### src/scpc_cfg.svh
/*
 * Named offsets, field positions, reset values and wait times of the second
 * synthesizer calibration and program-cycle counter register bank.
 * Assumes a 250 MHz always-on clock; every time is kept in its printed unit.
 */
`ifndef SCPC_CFG_SVH
`define SCPC_CFG_SVH

`define SCPC_ADDR_CAL_WAIT   8'h85
`define SCPC_ADDR_LOOP_BW    8'h86
`define SCPC_ADDR_PROG_CNT   8'h88

`define SCPC_CLSD_HI         3
`define SCPC_CLSD_LO         2
`define SCPC_VCO_HI          1
`define SCPC_VCO_LO          0
`define SCPC_BW_BIT          0

`define SCPC_CLSD_RST        2'h0
`define SCPC_VCO_RST         2'h1
`define SCPC_BW_RST          1'h0
`define SCPC_CNT_RST         8'h00
`define SCPC_CNT_MAX         8'hFF
`define SCPC_RD_ZERO         8'h00

`define SCPC_CLK_MHZ         250
`define SCPC_US_PER_MS       1000
`define SCPC_CLSD0_US        30
`define SCPC_CLSD1_US        300
`define SCPC_CLSD2_MS        30
`define SCPC_CLSD3_MS        300
`define SCPC_VCO0_US         20
`define SCPC_VCO1_US         400
`define SCPC_VCO2_MS         8
`define SCPC_VCO3_MS         200
`define SCPC_PROG_MS         230

`endif

### src/scpc_pkg.sv
/*
 * Types shared by the calibration wait and program-cycle counter block.
 * Assumes nothing beyond a SystemVerilog compiler.
 */
package scpc_pkg;

    typedef enum logic [1:0] {
        CAL_IDLE,
        CAL_VCO,
        CAL_CLSD
    } scpc_cal_state_t;

    typedef enum logic [1:0] {
        NVM_IDLE,
        NVM_LOAD,
        NVM_PROG
    } scpc_nvm_state_t;

endpackage : scpc_pkg

### src/scpc_top.sv
/*
 * Register bank for the second synthesizer's calibration waits and loop
 * bandwidth, with the saturating nonvolatile program-cycle counter.
 * Assumes the serial configuration logic and memory controller share i_clk.
 */
`timescale 1ns/1ps
`include "scpc_cfg.svh"

// Contract
// Closed-loop code selects 30us/300us/30ms/300ms wait.
// Software uses closed-loop code 1 above 10kHz.
// Closed-loop code bits 3:2, RW, resets 0.
// VCO code selects 20us/400us/8ms/200ms; resets 1.
// Software keeps VCO code at 1.
// Bandwidth bit high selects 200 Hz mode.
// Counter increments after each completed program cycle.
// Count is stored in nonvolatile memory.
// Count reloads after reset, commit, program.
// Count saturates at 255.
// Count read-only, reads zero until loaded.
// Program cycle lasts about 230 ms.
// Commit bit loads registers, self-clears when done.
// VCO wait first, then closed-loop wait.
module scpc_top
    import scpc_pkg::*;
#(
    parameter int unsigned TMR_W     = 27,
    parameter int unsigned CLSD0_CYC = `SCPC_CLSD0_US * `SCPC_CLK_MHZ,
    parameter int unsigned CLSD1_CYC = `SCPC_CLSD1_US * `SCPC_CLK_MHZ,
    parameter int unsigned CLSD2_CYC = `SCPC_CLSD2_MS * `SCPC_US_PER_MS * `SCPC_CLK_MHZ,
    parameter int unsigned CLSD3_CYC = `SCPC_CLSD3_MS * `SCPC_US_PER_MS * `SCPC_CLK_MHZ,
    parameter int unsigned VCO0_CYC  = `SCPC_VCO0_US * `SCPC_CLK_MHZ,
    parameter int unsigned VCO1_CYC  = `SCPC_VCO1_US * `SCPC_CLK_MHZ,
    parameter int unsigned VCO2_CYC  = `SCPC_VCO2_MS * `SCPC_US_PER_MS * `SCPC_CLK_MHZ,
    parameter int unsigned VCO3_CYC  = `SCPC_VCO3_MS * `SCPC_US_PER_MS * `SCPC_CLK_MHZ,
    parameter int unsigned PROG_CYC  = `SCPC_PROG_MS * `SCPC_US_PER_MS * `SCPC_CLK_MHZ
) (
    input  wire logic       i_clk,
    input  wire logic       i_sys_rst,
    input  wire logic       i_reg_wr,
    input  wire logic       i_reg_rd,
    input  wire logic [7:0] i_reg_addr,
    input  wire logic [7:0] i_reg_wdata,
    output logic      [7:0] o_reg_rdata,
    input  wire logic       i_cal_start,
    output logic            o_cal_busy,
    output logic            o_cal_done,
    output logic            o_narrow_bw,
    input  wire logic       i_commit_req,
    output logic            o_commit_pending,
    input  wire logic       i_prog_start,
    output logic            o_nvm_busy,
    output logic            o_nvm_load_req,
    input  wire logic       i_nvm_load_valid,
    input  wire logic [7:0] i_nvm_load_cal_wait,
    input  wire logic [7:0] i_nvm_load_loop_bw,
    input  wire logic [7:0] i_nvm_load_count,
    output logic            o_nvm_count_store,
    output logic      [7:0] o_nvm_count_store_data
);

    function automatic logic [TMR_W-1:0] pick_wait(input logic [1:0] code,
                                                  input int unsigned c0,
                                                  input int unsigned c1,
                                                  input int unsigned c2,
                                                  input int unsigned c3);
        logic [TMR_W-1:0] res;
        case (code)
            2'h0:    res = TMR_W'(c0);
            2'h1:    res = TMR_W'(c1);
            2'h2:    res = TMR_W'(c2);
            default: res = TMR_W'(c3);
        endcase
        return res;
    endfunction : pick_wait

    function automatic logic [7:0] sat_inc(input logic [7:0] v);
        return (v == `SCPC_CNT_MAX) ? v : v + 8'h01;
    endfunction : sat_inc

    // Register file and read path.
    logic [1:0] clsd_code_q, clsd_code_d;
    logic [1:0] vco_code_q,  vco_code_d;
    logic       bw_q,        bw_d;
    logic [7:0] prog_count_q, prog_count_d;
    logic [7:0] rdata_q,     rdata_d;

    // Memory sequencing.
    scpc_nvm_state_t nvm_q, nvm_d;
    logic       boot_q,   boot_d;
    logic       commit_q, commit_d;
    logic       load_req_q, load_req_d;
    logic       store_q,  store_d;
    logic [7:0] store_data_q, store_data_d;
    logic       prog_tmr_start;
    logic       prog_tmr_done;

    // Calibration sequencing.
    scpc_cal_state_t cal_q, cal_d;
    logic [TMR_W-1:0] vco_len_q, vco_len_d;
    logic [TMR_W-1:0] clsd_len_q, clsd_len_d;
    logic             cal_done_q, cal_done_d;
    logic             cal_tmr_start;
    logic [TMR_W-1:0] cal_tmr_cycles;
    logic             cal_tmr_done;

    logic load_now;
    assign load_now = (nvm_q == NVM_LOAD) && i_nvm_load_valid;

    always_comb begin
        clsd_code_d  = clsd_code_q;
        vco_code_d   = vco_code_q;
        bw_d         = bw_q;
        prog_count_d = prog_count_q;
        rdata_d      = rdata_q;
        if (i_reg_wr && i_reg_addr == `SCPC_ADDR_CAL_WAIT) begin
            clsd_code_d = i_reg_wdata[`SCPC_CLSD_HI:`SCPC_CLSD_LO];
            vco_code_d  = i_reg_wdata[`SCPC_VCO_HI:`SCPC_VCO_LO];
        end
        if (i_reg_wr && i_reg_addr == `SCPC_ADDR_LOOP_BW) begin
            bw_d = i_reg_wdata[`SCPC_BW_BIT];
        end
        // Writes to the count address fall through: the field is read-only.
        // A memory transfer overrides a write landing in the same cycle, since
        // the stored image is what the device must come up with.
        if (load_now) begin
            clsd_code_d  = i_nvm_load_cal_wait[`SCPC_CLSD_HI:`SCPC_CLSD_LO];
            vco_code_d   = i_nvm_load_cal_wait[`SCPC_VCO_HI:`SCPC_VCO_LO];
            bw_d         = i_nvm_load_loop_bw[`SCPC_BW_BIT];
            prog_count_d = i_nvm_load_count;
        end else if (store_d) begin
            prog_count_d = store_data_d;
        end
        if (i_reg_rd) begin
            case (i_reg_addr)
                `SCPC_ADDR_CAL_WAIT: rdata_d = {4'h0, clsd_code_q, vco_code_q};
                `SCPC_ADDR_LOOP_BW:  rdata_d = {7'h00, bw_q};
                `SCPC_ADDR_PROG_CNT: rdata_d = prog_count_q;
                default:             rdata_d = `SCPC_RD_ZERO;
            endcase
        end
    end

    always_ff @(posedge i_clk) begin
        if (i_sys_rst) begin
            clsd_code_q  <= `SCPC_CLSD_RST;
            vco_code_q   <= `SCPC_VCO_RST;
            bw_q         <= `SCPC_BW_RST;
            prog_count_q <= `SCPC_CNT_RST;
            rdata_q      <= `SCPC_RD_ZERO;
        end else begin
            clsd_code_q  <= clsd_code_d;
            vco_code_q   <= vco_code_d;
            bw_q         <= bw_d;
            prog_count_q <= prog_count_d;
            rdata_q      <= rdata_d;
        end
    end

    // A commit request in the completing cycle stays pending, so it is not lost.
    always_comb begin
        nvm_d          = nvm_q;
        boot_d         = boot_q;
        commit_d       = (commit_q && !load_now) || i_commit_req;
        load_req_d     = 1'b0;
        store_d        = 1'b0;
        store_data_d   = store_data_q;
        prog_tmr_start = 1'b0;
        case (nvm_q)
            NVM_IDLE: begin
                if (boot_q || commit_q) begin
                    boot_d     = 1'b0;
                    load_req_d = 1'b1;
                    nvm_d      = NVM_LOAD;
                end else if (i_prog_start) begin
                    prog_tmr_start = 1'b1;
                    nvm_d          = NVM_PROG;
                end
            end
            NVM_LOAD: begin
                if (i_nvm_load_valid) begin
                    nvm_d = NVM_IDLE;
                end
            end
            NVM_PROG: begin
                if (prog_tmr_done) begin
                    store_d      = 1'b1;
                    store_data_d = sat_inc(prog_count_q);
                    load_req_d   = 1'b1;
                    nvm_d        = NVM_LOAD;
                end
            end
            default: nvm_d = NVM_IDLE;
        endcase
    end

    always_ff @(posedge i_clk) begin
        if (i_sys_rst) begin
            nvm_q        <= NVM_IDLE;
            boot_q       <= 1'b1;
            commit_q     <= 1'b0;
            load_req_q   <= 1'b0;
            store_q      <= 1'b0;
            store_data_q <= `SCPC_CNT_RST;
        end else begin
            nvm_q        <= nvm_d;
            boot_q       <= boot_d;
            commit_q     <= commit_d;
            load_req_q   <= load_req_d;
            store_q      <= store_d;
            store_data_q <= store_data_d;
        end
    end

    scpc_wait_timer #(.W(TMR_W)) u_prog_timer (
        .i_clk     (i_clk),
        .i_sys_rst (i_sys_rst),
        .i_start   (prog_tmr_start),
        .i_cycles  (TMR_W'(PROG_CYC)),
        .o_busy    (),
        .o_done    (prog_tmr_done)
    );

    // Both lengths are captured at start so a mid-run rewrite cannot skew it.
    always_comb begin
        cal_d          = cal_q;
        vco_len_d      = vco_len_q;
        clsd_len_d     = clsd_len_q;
        cal_done_d     = 1'b0;
        cal_tmr_start  = 1'b0;
        cal_tmr_cycles = vco_len_q;
        case (cal_q)
            CAL_IDLE: begin
                if (i_cal_start) begin
                    vco_len_d = pick_wait(vco_code_q, VCO0_CYC, VCO1_CYC,
                                          VCO2_CYC, VCO3_CYC);
                    clsd_len_d = pick_wait(clsd_code_q, CLSD0_CYC, CLSD1_CYC,
                                           CLSD2_CYC, CLSD3_CYC);
                    cal_tmr_cycles = vco_len_d;
                    cal_tmr_start  = 1'b1;
                    cal_d          = CAL_VCO;
                end
            end
            CAL_VCO: begin
                if (cal_tmr_done) begin
                    cal_tmr_cycles = clsd_len_q;
                    cal_tmr_start  = 1'b1;
                    cal_d          = CAL_CLSD;
                end
            end
            CAL_CLSD: begin
                if (cal_tmr_done) begin
                    cal_done_d = 1'b1;
                    cal_d      = CAL_IDLE;
                end
            end
            default: cal_d = CAL_IDLE;
        endcase
    end

    always_ff @(posedge i_clk) begin
        if (i_sys_rst) begin
            cal_q      <= CAL_IDLE;
            vco_len_q  <= '0;
            clsd_len_q <= '0;
            cal_done_q <= 1'b0;
        end else begin
            cal_q      <= cal_d;
            vco_len_q  <= vco_len_d;
            clsd_len_q <= clsd_len_d;
            cal_done_q <= cal_done_d;
        end
    end

    scpc_wait_timer #(.W(TMR_W)) u_cal_timer (
        .i_clk     (i_clk),
        .i_sys_rst (i_sys_rst),
        .i_start   (cal_tmr_start),
        .i_cycles  (cal_tmr_cycles),
        .o_busy    (),
        .o_done    (cal_tmr_done)
    );

    assign o_reg_rdata            = rdata_q;
    assign o_cal_busy             = (cal_q != CAL_IDLE);
    assign o_cal_done             = cal_done_q;
    assign o_narrow_bw            = bw_q;
    assign o_commit_pending       = commit_q;
    assign o_nvm_busy             = (nvm_q == NVM_PROG);
    assign o_nvm_load_req         = load_req_q;
    assign o_nvm_count_store      = store_q;
    assign o_nvm_count_store_data = store_data_q;

    // Cycles spent in the current calibration phase, read only by assertions.
    logic [TMR_W-1:0] phase_cyc_q;
    always_ff @(posedge i_clk) begin
        if (i_sys_rst || cal_d != cal_q) begin
            phase_cyc_q <= '0;
        end else begin
            phase_cyc_q <= phase_cyc_q + TMR_W'(1);
        end
    end
endmodule : scpc_top

### src/scpc_wait_timer.sv
/*
 * Down-counting wait timer: a start pulse loads a cycle count and the done
 * pulse rises exactly that many cycles later.
 * Assumes the count is at least one and a start only when not busy or in its done cycle.
 */
`timescale 1ns/1ps

module scpc_wait_timer #(
    parameter int W = 27
) (
    input  wire logic         i_clk,
    input  wire logic         i_sys_rst,
    input  wire logic         i_start,
    input  wire logic [W-1:0] i_cycles,
    output logic              o_busy,
    output logic              o_done
);
    logic [W-1:0] cnt_q;
    logic [W-1:0] cnt_d;

    always_comb begin
        cnt_d = cnt_q;
        if (i_start) begin
            cnt_d = i_cycles;
        end else if (cnt_q != '0) begin
            cnt_d = cnt_q - W'(1);
        end
    end

    always_ff @(posedge i_clk) begin
        if (i_sys_rst) begin
            cnt_q <= '0;
        end else begin
            cnt_q <= cnt_d;
        end
    end

    assign o_busy = (cnt_q != '0);
    assign o_done = (cnt_q == W'(1));

endmodule : scpc_wait_timer

### config.mk
export PLATFORM = sky130hd
export DESIGN_NAME = scpc_top
export DESIGN_NICKNAME = d
export VERILOG_FILES = /design/src/scpc_pkg.sv /design/src/scpc_top.sv /design/src/scpc_wait_timer.sv
export VERILOG_INCLUDE_DIRS = /design/src /design/src/src
export SDC_FILE = /design/constraint.sdc
export NUM_CORES = 1
export LEC_CHECK = 0
export BUFFER_PORTS_ARGS = -buffer_cell sky130_fd_sc_hd__buf_2
export CAP_MARGIN = 20
export CORE_AREA = 2 2 149 187
export DETAILED_ROUTE_END_ITERATION = 10
export DIE_AREA = 0 0 151 189
export PLACE_DENSITY_LB_ADDON = 0.1
export SYNTH_ARGS = -nofsm -noshare
export SYNTH_HDL_FRONTEND = slang
export SYNTH_HIERARCHICAL = 1
export SYNTH_SLANG_ARGS = --single-unit
### constraint.sdc
create_clock -name i_clk -period 9.18 [get_ports i_clk]
set_clock_uncertainty 0.15 [all_clocks]
set_input_delay 0 -clock i_clk [delete_from_list [all_inputs] [get_ports i_clk]]
set_output_delay 0 -clock i_clk [all_outputs]
set_load 0.1 [all_outputs]
==> results of run 1 <==
[power by group]
part	internal, W	switching (W)
logic	0.000400	0.000571
registers	0.000680	0.000125
clock network	0.000474	0.000255
total	0.00155	0.000952
[what timing repair did]
action / CTS / global route
hold endpoints to repair: 39 / 0
hold buffers: 36 / 0
buffers inserted: 0 / 0
[registers in the layout (all words and copies together), names as in the netlist, 2 cells and up]
signal and flops:
u_prog_timer/cnt_q 27, clsd_len_q 11, vco_len_q 27, cal_q 2
prog_count_q 8, o_reg_rdata 8, o_nvm_count_store_data 8, u_cal_timer/cnt_q 27
vco_code_q 2, clsd_code_q 2, nvm_q 2
[final timing paths]
check | end | slack (ns)
setup / recovery | u_cal_timer/cnt_q[9]$_SDFFE_PP0P_ | 4.11
hold / removal | o_reg_rdata[2]$_SDFFE_PP0P_ | 0.03
setup reg to reg | u_cal_timer/cnt_q[9]$_SDFFE_PP0P_ | 4.11
hold reg to reg | o_nvm_count_store_data[4]$_SDFF_PP0_ | 0.30
[worst max-delay path, delay by kind of cell, from the launching register on]
kind | cells | cell delay (ns)
flops | 1 | 0.36
buf+inv | 2 | 1.03
compound gates | 2 | 0.64
simple gates | 6 | 2.73
[cell type report]
| type | count | area, um^2 | area share (%) |
|---|---|---|---|
| clock buffers | 22 | 474 | 5.77 |
| clock inverters | 10 | 155 | 1.89 |
| inverters | 17 | 63.8 | 0.776 |
| multi-input cells | 622 | 3800 | 46.2 |
| flip-flops and latches | 130 | 2600 | 31.6 |
| well taps | 345 | 432 | 5.25 |
| repair buffers | 99 | 696 | 8.46 |
[layer usage]
metal  up-vias  share of wire (%)  track usage (%)
met1      2784                 46             17.0
met3        12                2.8             2.96
met2        86                 50             23.5
li1       3023                  -                -
met4         0                1.2             3.95
met5         -                  0                0
[metrics by stage]
stage,hold WS [ns],util (%)
detailed placement,0.0694,27.1
finish,0.0320,30.9
global placement,0.0766,27.1
floorplan,-0.0809,-
global route,0.0595,30.9
CTS,0.0222,30.9
==> run summary, run 1 <==
Slew @ Worst Pin: 0.845 ns
Pwr Total: 0.00251 W
post-route antenna net violation count: 0
input/output buffers: 55
GRT Util Overall: 13.7%
R2R depth: 10
min-delay src: i_reg_addr[3]
syn_area_per_cell: 8.32 um^2
most frequent cell on the critical path: nor4_1
# IOs: 71
crit path DAT: 5.20 ns
vias per cell: 4.74
die area: 28500 um^2
Crit. End Element: flop
Layout area overhead: 24.6%
drc violations: 0
TritonCTS clock tree: yes
final hold vios: 0
layout cell share with drive strength beyond 1: 13.9%
routed len/inst: 15.0 um
worst hold stages: 4
setup ws final: 4.11 ns
pin count of the biggest net entering global routing: 55
HP Class: input pin to flop
CORE AREA: 26700 um^2
GRT overflow: 0
Rows: 67
Slew Limit Headroom: 43.6%
Nets: 951
CTS Buf Count: 17
slowest stage delay, CP: 0.70 ns
DP Wirelength: 13.0 mm
PwrDens: 305 nW/um^2
DP Area: 7240 um^2
DRT iter0 DRCs: 195
worst r2r src: u_cal_timer/cnt_q[16]$_SDFFE_PP0P_
Max Root-Sink Buffers: 2
Placement Setup Slack: 4.09 ns
CP Class: flop to flop
# Max-Cap Violations: 0
min Tclk post-route: 5.07 ns
fmax: 197 MHz
Die Wd: 151 um
Slowest cell on crit path: nor4_1
Placed Cells: 1177
cell count after synthesis: 794
cells along the critical path: nor4_1 -> nand3_1 -> nor4_1 -> and4b_1 -> nand3b_1 -> and2_1 -> inv_1 -> clkinv_1 -> o211ai_4 -> o21ai_0
Final Wtd Congestion: 0.715
vias post-DR: 5905
Initial Util: 24.8%
Peak VDD IR: 0.117 mV
CP Launch Point: u_cal_timer/cnt_q[16]$_SDFFE_PP0P_
Tcrit/Tclk final: 55.3%
fill cell count: 2933
most frequent cells in the layout: dfxtp_1 (130), nand2_1 (114), nor2_1 (66), a21oi_1 (57), buf_2 (55)
CP Max Fanout: 19
CTS resizes: 0
routed wire length: 18.7 mm
RSZ-0062 raised after global routing: false
global-route wire length before repair: 30.8 mm
H-Tree Depth: 4
Post-Layout Cell Count: 1245
Pre-Repair DR Iteration Count: 4
Final Cell Area: 8230 um^2
WP data required: 9.31 ns
Setup-failing EPs final: 0
Worst-Skew Late Latency: 0.42 ns
crit start category: flop
initial antenna violation count: 0
most common cell after layout, fill and taps aside: dfxtp_1
clock-pin slew on the worst setup and hold paths: 0.06 ns
setup total negative slack: 0 ns
warnings from Yosys: 6
Sink Count: 130
Root Driver: clkbuf_16
synthesized area: 6600 um^2
Die Ht: 189 um
final count of pins violating max slew: 0
leak pwr: 3.17 nW
Antenna Cells: 0
outcome: complete, no violations
vias in the first global route: 5891
Power figures use the tool's default switching activity.
==> run 2: changes to the inputs <==
==> constraint.sdc (replaced) <==
create_clock -name i_clk -period 4.8 [get_ports i_clk]
set_clock_uncertainty 0.15 [all_clocks]
set_input_delay 0 -clock i_clk [delete_from_list [all_inputs] [get_ports i_clk]]
set_output_delay 0 -clock i_clk [all_outputs]
set_load 0.1 [all_outputs]
==> run 2 against run 1 <==
  * Sequential share of layout area down 0.42 points
  * Worst hold slack worse by 0.011 ns
  * Clock-buffer cell count down 4
  * Critical endpoint is now prog_count_q[7]$_SDFFE_PP0P_
  * Setup slack worse by 2.9 ns
  * Largest power group unchanged
  * Total power rose by 100%
  * Non-clock buffer count rose by 6
  * Critical path type unchanged
==> run summary, run 2 (same netlist as run 1, synthesis figures left out) <==
biggest regs: u_cal_timer/cnt_q (27), u_prog_timer/cnt_q (27), vco_len_q (27)
Pwr Total: 0.00500 W (+100%)
crit start category: flop
fin util: 31.3% (+0.41 points)
min Tclk post-route: 3.56 ns (-1.51 ns)
Slew @ Worst Pin: 0.847 ns (+0.00189 ns)
most frequent cells in the layout: dfxtp_1 (130), nand2_1 (114), nor2_1 (66), a21oi_1 (57), buf_2 (55)
Peak VDD IR: 0.235 mV (+100%)
pin count of the biggest net entering global routing: 46 (-16%)
WP data required: 5.00 ns (-4.31 ns)
H-Tree Depth: 4 (unchanged)
Nets: 957 (+0.63%)
initial antenna violation count: 1 (+1)
Initial Util: 24.8% (unchanged)
Crit. End Element: flop
CP Class: flop to flop
Slew Limit Headroom: 43.4% (-0.18 points)
outcome: complete, no violations
Tcrit/Tclk final: 74.2% (+19 points)
vias per cell: 4.69 (-1.1%)
CTS Buf Count: 17 (unchanged)
GRT Util Overall: 13.9% (+0.25 points)
Die Ht: 189 um (unchanged)
Antenna Cells: 0 (unchanged)
# Max-Cap Violations: 0 (unchanged)
CTS resizes: 0 (unchanged)
most common cell after layout, fill and taps aside: dfxtp_1
leak pwr: 3.23 nW (+1.8%)
final hold vios: 0 (unchanged)
CP Max Fanout: 16 (-3)
Final Wtd Congestion: 0.717 (+0.32%)
vias in the first global route: 5958 (+1.1%)
die area: 28500 um^2 (unchanged)
TritonCTS clock tree: yes
layout cell share with drive strength beyond 1: 14.8% (+0.90 points)
Layout area overhead: 26.2%
Rows: 67 (unchanged)
RSZ-0062 raised after global routing: false
CORE AREA: 26700 um^2 (unchanged)
# IOs: 71 (unchanged)
drc violations: 0 (unchanged)
fmax: 281 MHz (+42%)
Max Root-Sink Buffers: 2 (unchanged)
crit path DAT: 3.76 ns (-1.44 ns)
global-route wire length before repair: 31.5 mm (+2.3%)
HP Class: input pin to flop
setup total negative slack: 0 ns (unchanged)
Pre-Repair DR Iteration Count: 4 (unchanged)
clock-pin slew on the worst setup and hold paths: 0.06 ns (about the same)
fill cell count: 2907 (-0.89%)
Die Wd: 151 um (unchanged)
Root Driver: clkbuf_16
DP Wirelength: 13.2 mm (+1.7%)
GRT overflow: 0 (unchanged)
routed len/inst: 15.1 um (+0.69%)
Worst-Skew Late Latency: 0.43 ns (about the same)
vias post-DR: 5869 (-0.61%)
DRT iter0 DRCs: 223 (+14%)
final count of pins violating max slew: 0 (unchanged)
routed wire length: 18.9 mm (+1.2%)
post-route antenna net violation count: 0 (unchanged)
PwrDens: 600 nW/um^2 (+97%)
input/output buffers: 55 (unchanged)
Sink Count: 130 (unchanged)
Setup-failing EPs final: 0 (unchanged)
## run 2: changes by cell type in the layout (fill, tap and decap cells not counted), moves of 2 or more
cell,delta
clkbuf_8,-2
buf_4,+7
bufinv_16,+3
clkbuf_1,-2
## run 2: what timing repair did
| item | CTS | global route |
|---|---|---|
| endpoints found under the hold margin | 41 | 0 |
| hold buffers | 35 | 0 |
| setup buffers | 0 | 0 |
| setup endpoints to repair | 0 | 0 |
## run 2: per-stage QoR
step                hold slack, ns  instances  cell area [um^2]  setup slack [ns]
floorplan                  -0.0809        819              6700              1.48
global placement            0.0688       1184              7290              1.19
detailed placement          0.0643       1184              7290              1.20
CTS                         0.0108       1251              8340              1.16
global route                0.0555       1251              8340             0.907
finish                      0.0206       1251              8340              1.24
## run 2: critical path, cell delays in order (launching register included)
cell and delay (ns):
dfxtp_1 0.35, or4_4 0.56, nand4b_4 0.27, nor4_1 0.75, nand3b_1 0.61, a2111oi_0 0.62, o21bai_1 0.18
## run 2: worst paths after layout
path	start	end	slack, ns	cells after the start
min	i_reg_addr[3]	o_reg_rdata[2]$_SDFFE_PP0P_	0.02	4
max reg2reg	u_prog_timer/cnt_q[16]$_SDFFE_PP0P_	prog_count_q[7]$_SDFFE_PP0P_	1.24	6
max	u_prog_timer/cnt_q[16]$_SDFFE_PP0P_	prog_count_q[7]$_SDFFE_PP0P_	1.24	6
min reg2reg	o_reg_rdata[2]$_SDFFE_PP0P_	o_reg_rdata[2]$_SDFFE_PP0P_	0.30	2
## run 2: routing by layer
metal / vias to the layer above / GRT usage [%] / wire length [um]
li1: 3034 / - / -
met1: 2745 / 17.0 / 8770
met5: - / 0 / 11
met4: 2 / 4.31 / 226
met2: 70 / 24.4 / 9440
met3: 18 / 2.70 / 479
## run 2: report_power, final
group	switching [W]	internal (W)	total, W
Sequential	0.000243	0.00130	0.00154
Clock	0.000514	0.00104	0.00155
Combinational	0.00111	0.000797	0.00191
## run 2: area by class of cell
class / instances / area, um^2 / share of cell area, %
clock buffers: 18 / 439 / 5.27
clock inverters: 14 / 258 / 3.09
inverters: 17 / 63.8 / 0.766
multi-input cells: 622 / 3800 / 45.6
flip-flops and latches: 130 / 2600 / 31.2
well taps: 345 / 432 / 5.18
repair buffers: 105 / 738 / 8.86
==> run 3: changes to the inputs <==
--- a/config.mk
+++ b/config.mk
@@ -6,11 +6,12 @@
 export SDC_FILE = /design/constraint.sdc
 export NUM_CORES = 1
 export LEC_CHECK = 0
+export ABC_AREA = 1
 export BUFFER_PORTS_ARGS = -buffer_cell sky130_fd_sc_hd__buf_2
 export CAP_MARGIN = 20
-export CORE_AREA = 2 2 149 187
+export CORE_AREA = 2 2 156 197
 export DETAILED_ROUTE_END_ITERATION = 10
-export DIE_AREA = 0 0 151 189
+export DIE_AREA = 0 0 158 199
 export PLACE_DENSITY_LB_ADDON = 0.1
 export SYNTH_ARGS = -nofsm -noshare
 export SYNTH_HDL_FRONTEND = slang
==> constraint.sdc (replaced) <==
create_clock -name i_clk -period 3.4 [get_ports i_clk]
set_clock_uncertainty 0.15 [all_clocks]
set_input_delay 0 -clock i_clk [delete_from_list [all_inputs] [get_ports i_clk]]
set_output_delay 0 -clock i_clk [all_outputs]
set_load 0.1 [all_outputs]
==> run 3 against run 2 <==
  * Die area increased by 10%
  * First-iteration DRC count increased by 23%
  * Sequential share of layout area decreased by 2.6 points
  * Sequential cell count unchanged
  * Non-clock buffer count decreased by 1
  * Setup slack got worse by 0.84 ns
  * Sequential power increased by 34%
  * Via count increased by 18%
  * Global-route usage increased by 0.58 points
  * Routed wire length increased by 14%
  * Critical path type unchanged
  * Largest power group unchanged
  * Highest routed layer is now met4
==> run summary, run 3 <==
drc violations: 0 (unchanged)
Pwr Total: 0.00697 W (+39%)
RSZ-0062 raised after global routing: false
DP Area: 8080 um^2 (+11%)
Final Cell Area: 9080 um^2 (+8.9%)
Comb power frac: 42.8% (+4.7 points)
R2R depth: 11 (+5)
leak pwr: 3.97 nW (+23%)
DRT iter0 DRCs: 274 (+23%)
CTS Buf Count: 17 (unchanged)
clock-pin slew on the worst setup and hold paths: 0.06 ns (about the same)
# Max-Cap Violations: 0 (unchanged)
warnings from Yosys: 6 (unchanged)
vias in the first global route: 6926 (+16%)
initial antenna violation count: 0 (-1)
setup total negative slack: 0 ns (unchanged)
hold slack final: 0.00218 ns (-0.0184 ns)
Root Driver: clkbuf_16
Rows: 71 (+6.0%)
most frequent cell after synthesis: nand2_1
Crit. End Element: flop
number of synthesized flops with an enable pin: 0
Sink Count: 130 (unchanged)
TritonCTS clock tree: yes
input/output buffers: 55 (unchanged)
Post-Layout Cell Count: 1612 (+29%)
WP data required: 3.57 ns (-1.43 ns)
layout cell share with drive strength beyond 1: 14.8% (about the same)
global-route wire length before repair: 35.4 mm (+12%)
GRT overflow: 0 (unchanged)
most common cell after layout, fill and taps aside: nand2_1
mux share of post-synthesis cell area: 0.137%
Psw: 0.00298 W (+60%)
synthesized area: 7310 um^2 (+11%)
syn_area_per_cell: 6.72 um^2 (-19%)
post-synthesis adder-cell area fraction: 2.74%
RR Endpoint: prog_count_q[4]$_SDFFE_PP0P_
vias post-DR: 6936 (+18%)
Reg area: 2600 um^2 (unchanged)
post-route antenna net violation count: 0 (unchanged)
CP Launch Point: u_prog_timer/cnt_q[18]$_SDFFE_PP0P_
Synth Register Bits: 130
Final Wtd Congestion: 0.769 (+7.2%)
CP Class: flop to flop
CORE AREA: 29700 um^2 (+11%)
final count of pins violating max slew: 0 (unchanged)
critical path endpoint: prog_count_q[4]$_SDFFE_PP0P_
Setup-failing EPs final: 0 (unchanged)
sequential area share after synthesis: 35.6%
Antenna Cells: 0 (unchanged)
Die Wd: 158 um (+4.6%)
Worst-Skew Late Latency: 0.42 ns (about the same)
Die Ht: 199 um (+5.3%)
routed wire length: 21.5 mm (+14%)
Int Power: 0.00399 W (+27%)
r2r setup slk: 0.40 ns (-0.84 ns)
biggest regs: u_cal_timer/cnt_q (27), u_prog_timer/cnt_q (27), vco_len_q (27)
GRT Util Overall: 14.5% (+0.58 points)
CP Max Fanout: 17 (+1)
crit start category: flop
Max Root-Sink Buffers: 2 (unchanged)
routed len/inst: 13.3 um (-12%)
most frequent cells after synthesis: nand2_1 (263), dfxtp_1 (130), nor2_1 (127), inv_1 (120), a21oi_1 (90)
cell count after synthesis: 1087 (+37%)
fmax: 333 MHz (+19%)
Simple-Gate Fraction of Synth Area: 32.9%
synth unique cells: 42
area leader, netlist: dfxtp_1
Pre-Repair DR Iteration Count: 4 (unchanged)
outcome: complete, no violations
clock power share: 27.7% (-3.3 points)
Layout area overhead: 24.3%
largest family of logic cells by synthesized area: simple AND/OR/NAND/NOR gates
Peak VDD IR: 0.333 mV (+42%)
vias per cell: 4.30 (-8.3%)
Slew @ Worst Pin: 0.911 ns (+0.0640 ns)
die area: 31400 um^2 (+10%)
Post-Synth XOR/XNOR Area: 3.12%
Sw Share: 42.8% (+5.5 points)
pin count of the biggest net entering global routing: 60 (+30%)
Tcrit/Tclk final: 88.3% (+14 points)
Async SR Flop Fraction: 0%
Initial Util: 24.6% (-0.15 points)
fill cell count: 3386 (+16%)
most frequent cells in the layout: nand2_1 (263), dfxtp_1 (130), nor2_1 (126), inv_1 (120), a21oi_1 (90)
DP Wirelength: 15.8 mm (+19%)
final hold vios: 0 (unchanged)
Synth Area in Compound Gates: 16.3%
multi-input combinational cell area: 4130 um^2 (+8.7%)
crit path DAT: 3.17 ns (-0.59 ns)
HP Class: input pin to flop
PwrDens: 768 nW/um^2 (+28%)
# IOs: 71 (unchanged)
top-area cell type share of the netlist area: 35.6%
min Tclk post-route: 3.00 ns (-0.559 ns)
Slew Limit Headroom: 38.9% (-4.5 points)
top post-synthesis cells by area: dfxtp_1 (36%), nand2_1 (14%), nor2_1 (6.5%)
worst r2r src: u_prog_timer/cnt_q[18]$_SDFFE_PP0P_
Post-synth top flop: dfxtp_1
sequential share of power: 29.5% (-1.3 points)
Nets: 1262 (+32%)
H-Tree Depth: 4 (unchanged)
Placed Cells: 1541 (+30%)
[run 3: changes by cell type in the layout (fill, tap and decap cells not counted), sizes merged, moves of 24 or more]
cell	delta
inv	+112
nand2	+165
nand3	+55
a21oi	+46
o21ai	+24
nor2	+87
[run 3: stage by stage]
stage	utilization, %	worst slack, ns
6_report	30.6	0.398
5_1_grt	30.6	0.111
4_1_cts	30.6	0.294
3_5_place_dp	27.2	0.542
3_3_place_gp	27.2	0.576
2_1_floorplan	-	0.875
[run 3: power by group through the flow]
stage	Clock, W	Sequential (W)	Combinational (W)
floorplan	0	0.00206	0.00232
global route	0.00207	0.00210	0.00343
finish	0.00193	0.00206	0.00299
CTS	0.00200	0.00206	0.00304
detailed placement	0	0.00209	0.00299
global placement	0	0.00210	0.00299
[run 3: area by class of cell]
type,count,area share (%)
multi-input cells,818,45.5
well taps,401,5.53
repair buffers,104,8.32
clock buffers,19,4.99
inverters,127,5.28
flip-flops and latches,130,28.7
clock inverters,13,1.72
[run 3: worst min path at each step]
stage	start	end	slack [ns]	cells after the start
2_1_floorplan	i_sys_rst	u_prog_timer/cnt_q[16]$_SDFFE_PP0P_	-0.08	1
3_3_place_gp	i_commit_req	o_commit_pending$_SDFF_PP0_	0.07	3
4_1_cts	i_sys_rst	boot_q$_SDFFE_PP1P_	0.02	3
3_5_place_dp	i_commit_req	o_commit_pending$_SDFF_PP0_	0.07	3
6_report	i_sys_rst	boot_q$_SDFFE_PP1P_	0.002	3
5_1_grt	i_sys_rst	boot_q$_SDFFE_PP1P_	0.03	3
[run 3: routing by layer]
metal / share of wire (%) / vias to the layer above / global-route usage, %
met2: 52 / 78 / 26.5
li1: - / 3698 / -
met3: 1.9 / 30 / 2.55
met5: 0 / - / 0
met4: 2.8 / 0 / 6.17
met1: 43 / 3130 / 16.3
[run 3: logic make-up (layout without fill, tap and decap cells)]
logic type / Yosys count / after routing
xor gates and xnor gates: 26 / 26
AOI/OAI and AO/OA: 212 / 212
other: 2 / 27
muxes: 1 / 1
adders and majority gates: 16 / 16
and+or+nand+nor: 536 / 536
DFF: 130 / 130
buffers and inverters: 164 / 263
[run 3: worst max-delay path: stages, from the launching register on]
cell and delay [ns]:
dfxtp_1 0.34, nor2_1 0.16, nand2_1 0.10, nor2_2 0.17
nand2_2 0.12, nor3_1 0.41, nand2_2 0.32, nand2_1 0.34
o22ai_1 0.10, dlygate4sd3_1 0.57, nand2_1 0.06, nand2_1 0.06
[run 3: repair_timing]
item	CTS	global route
hold endpoints to repair	28	0
hold buffers	39	0
setup endpoints to repair	0	1
gates resized for setup	0	1
setup buffers	0	0
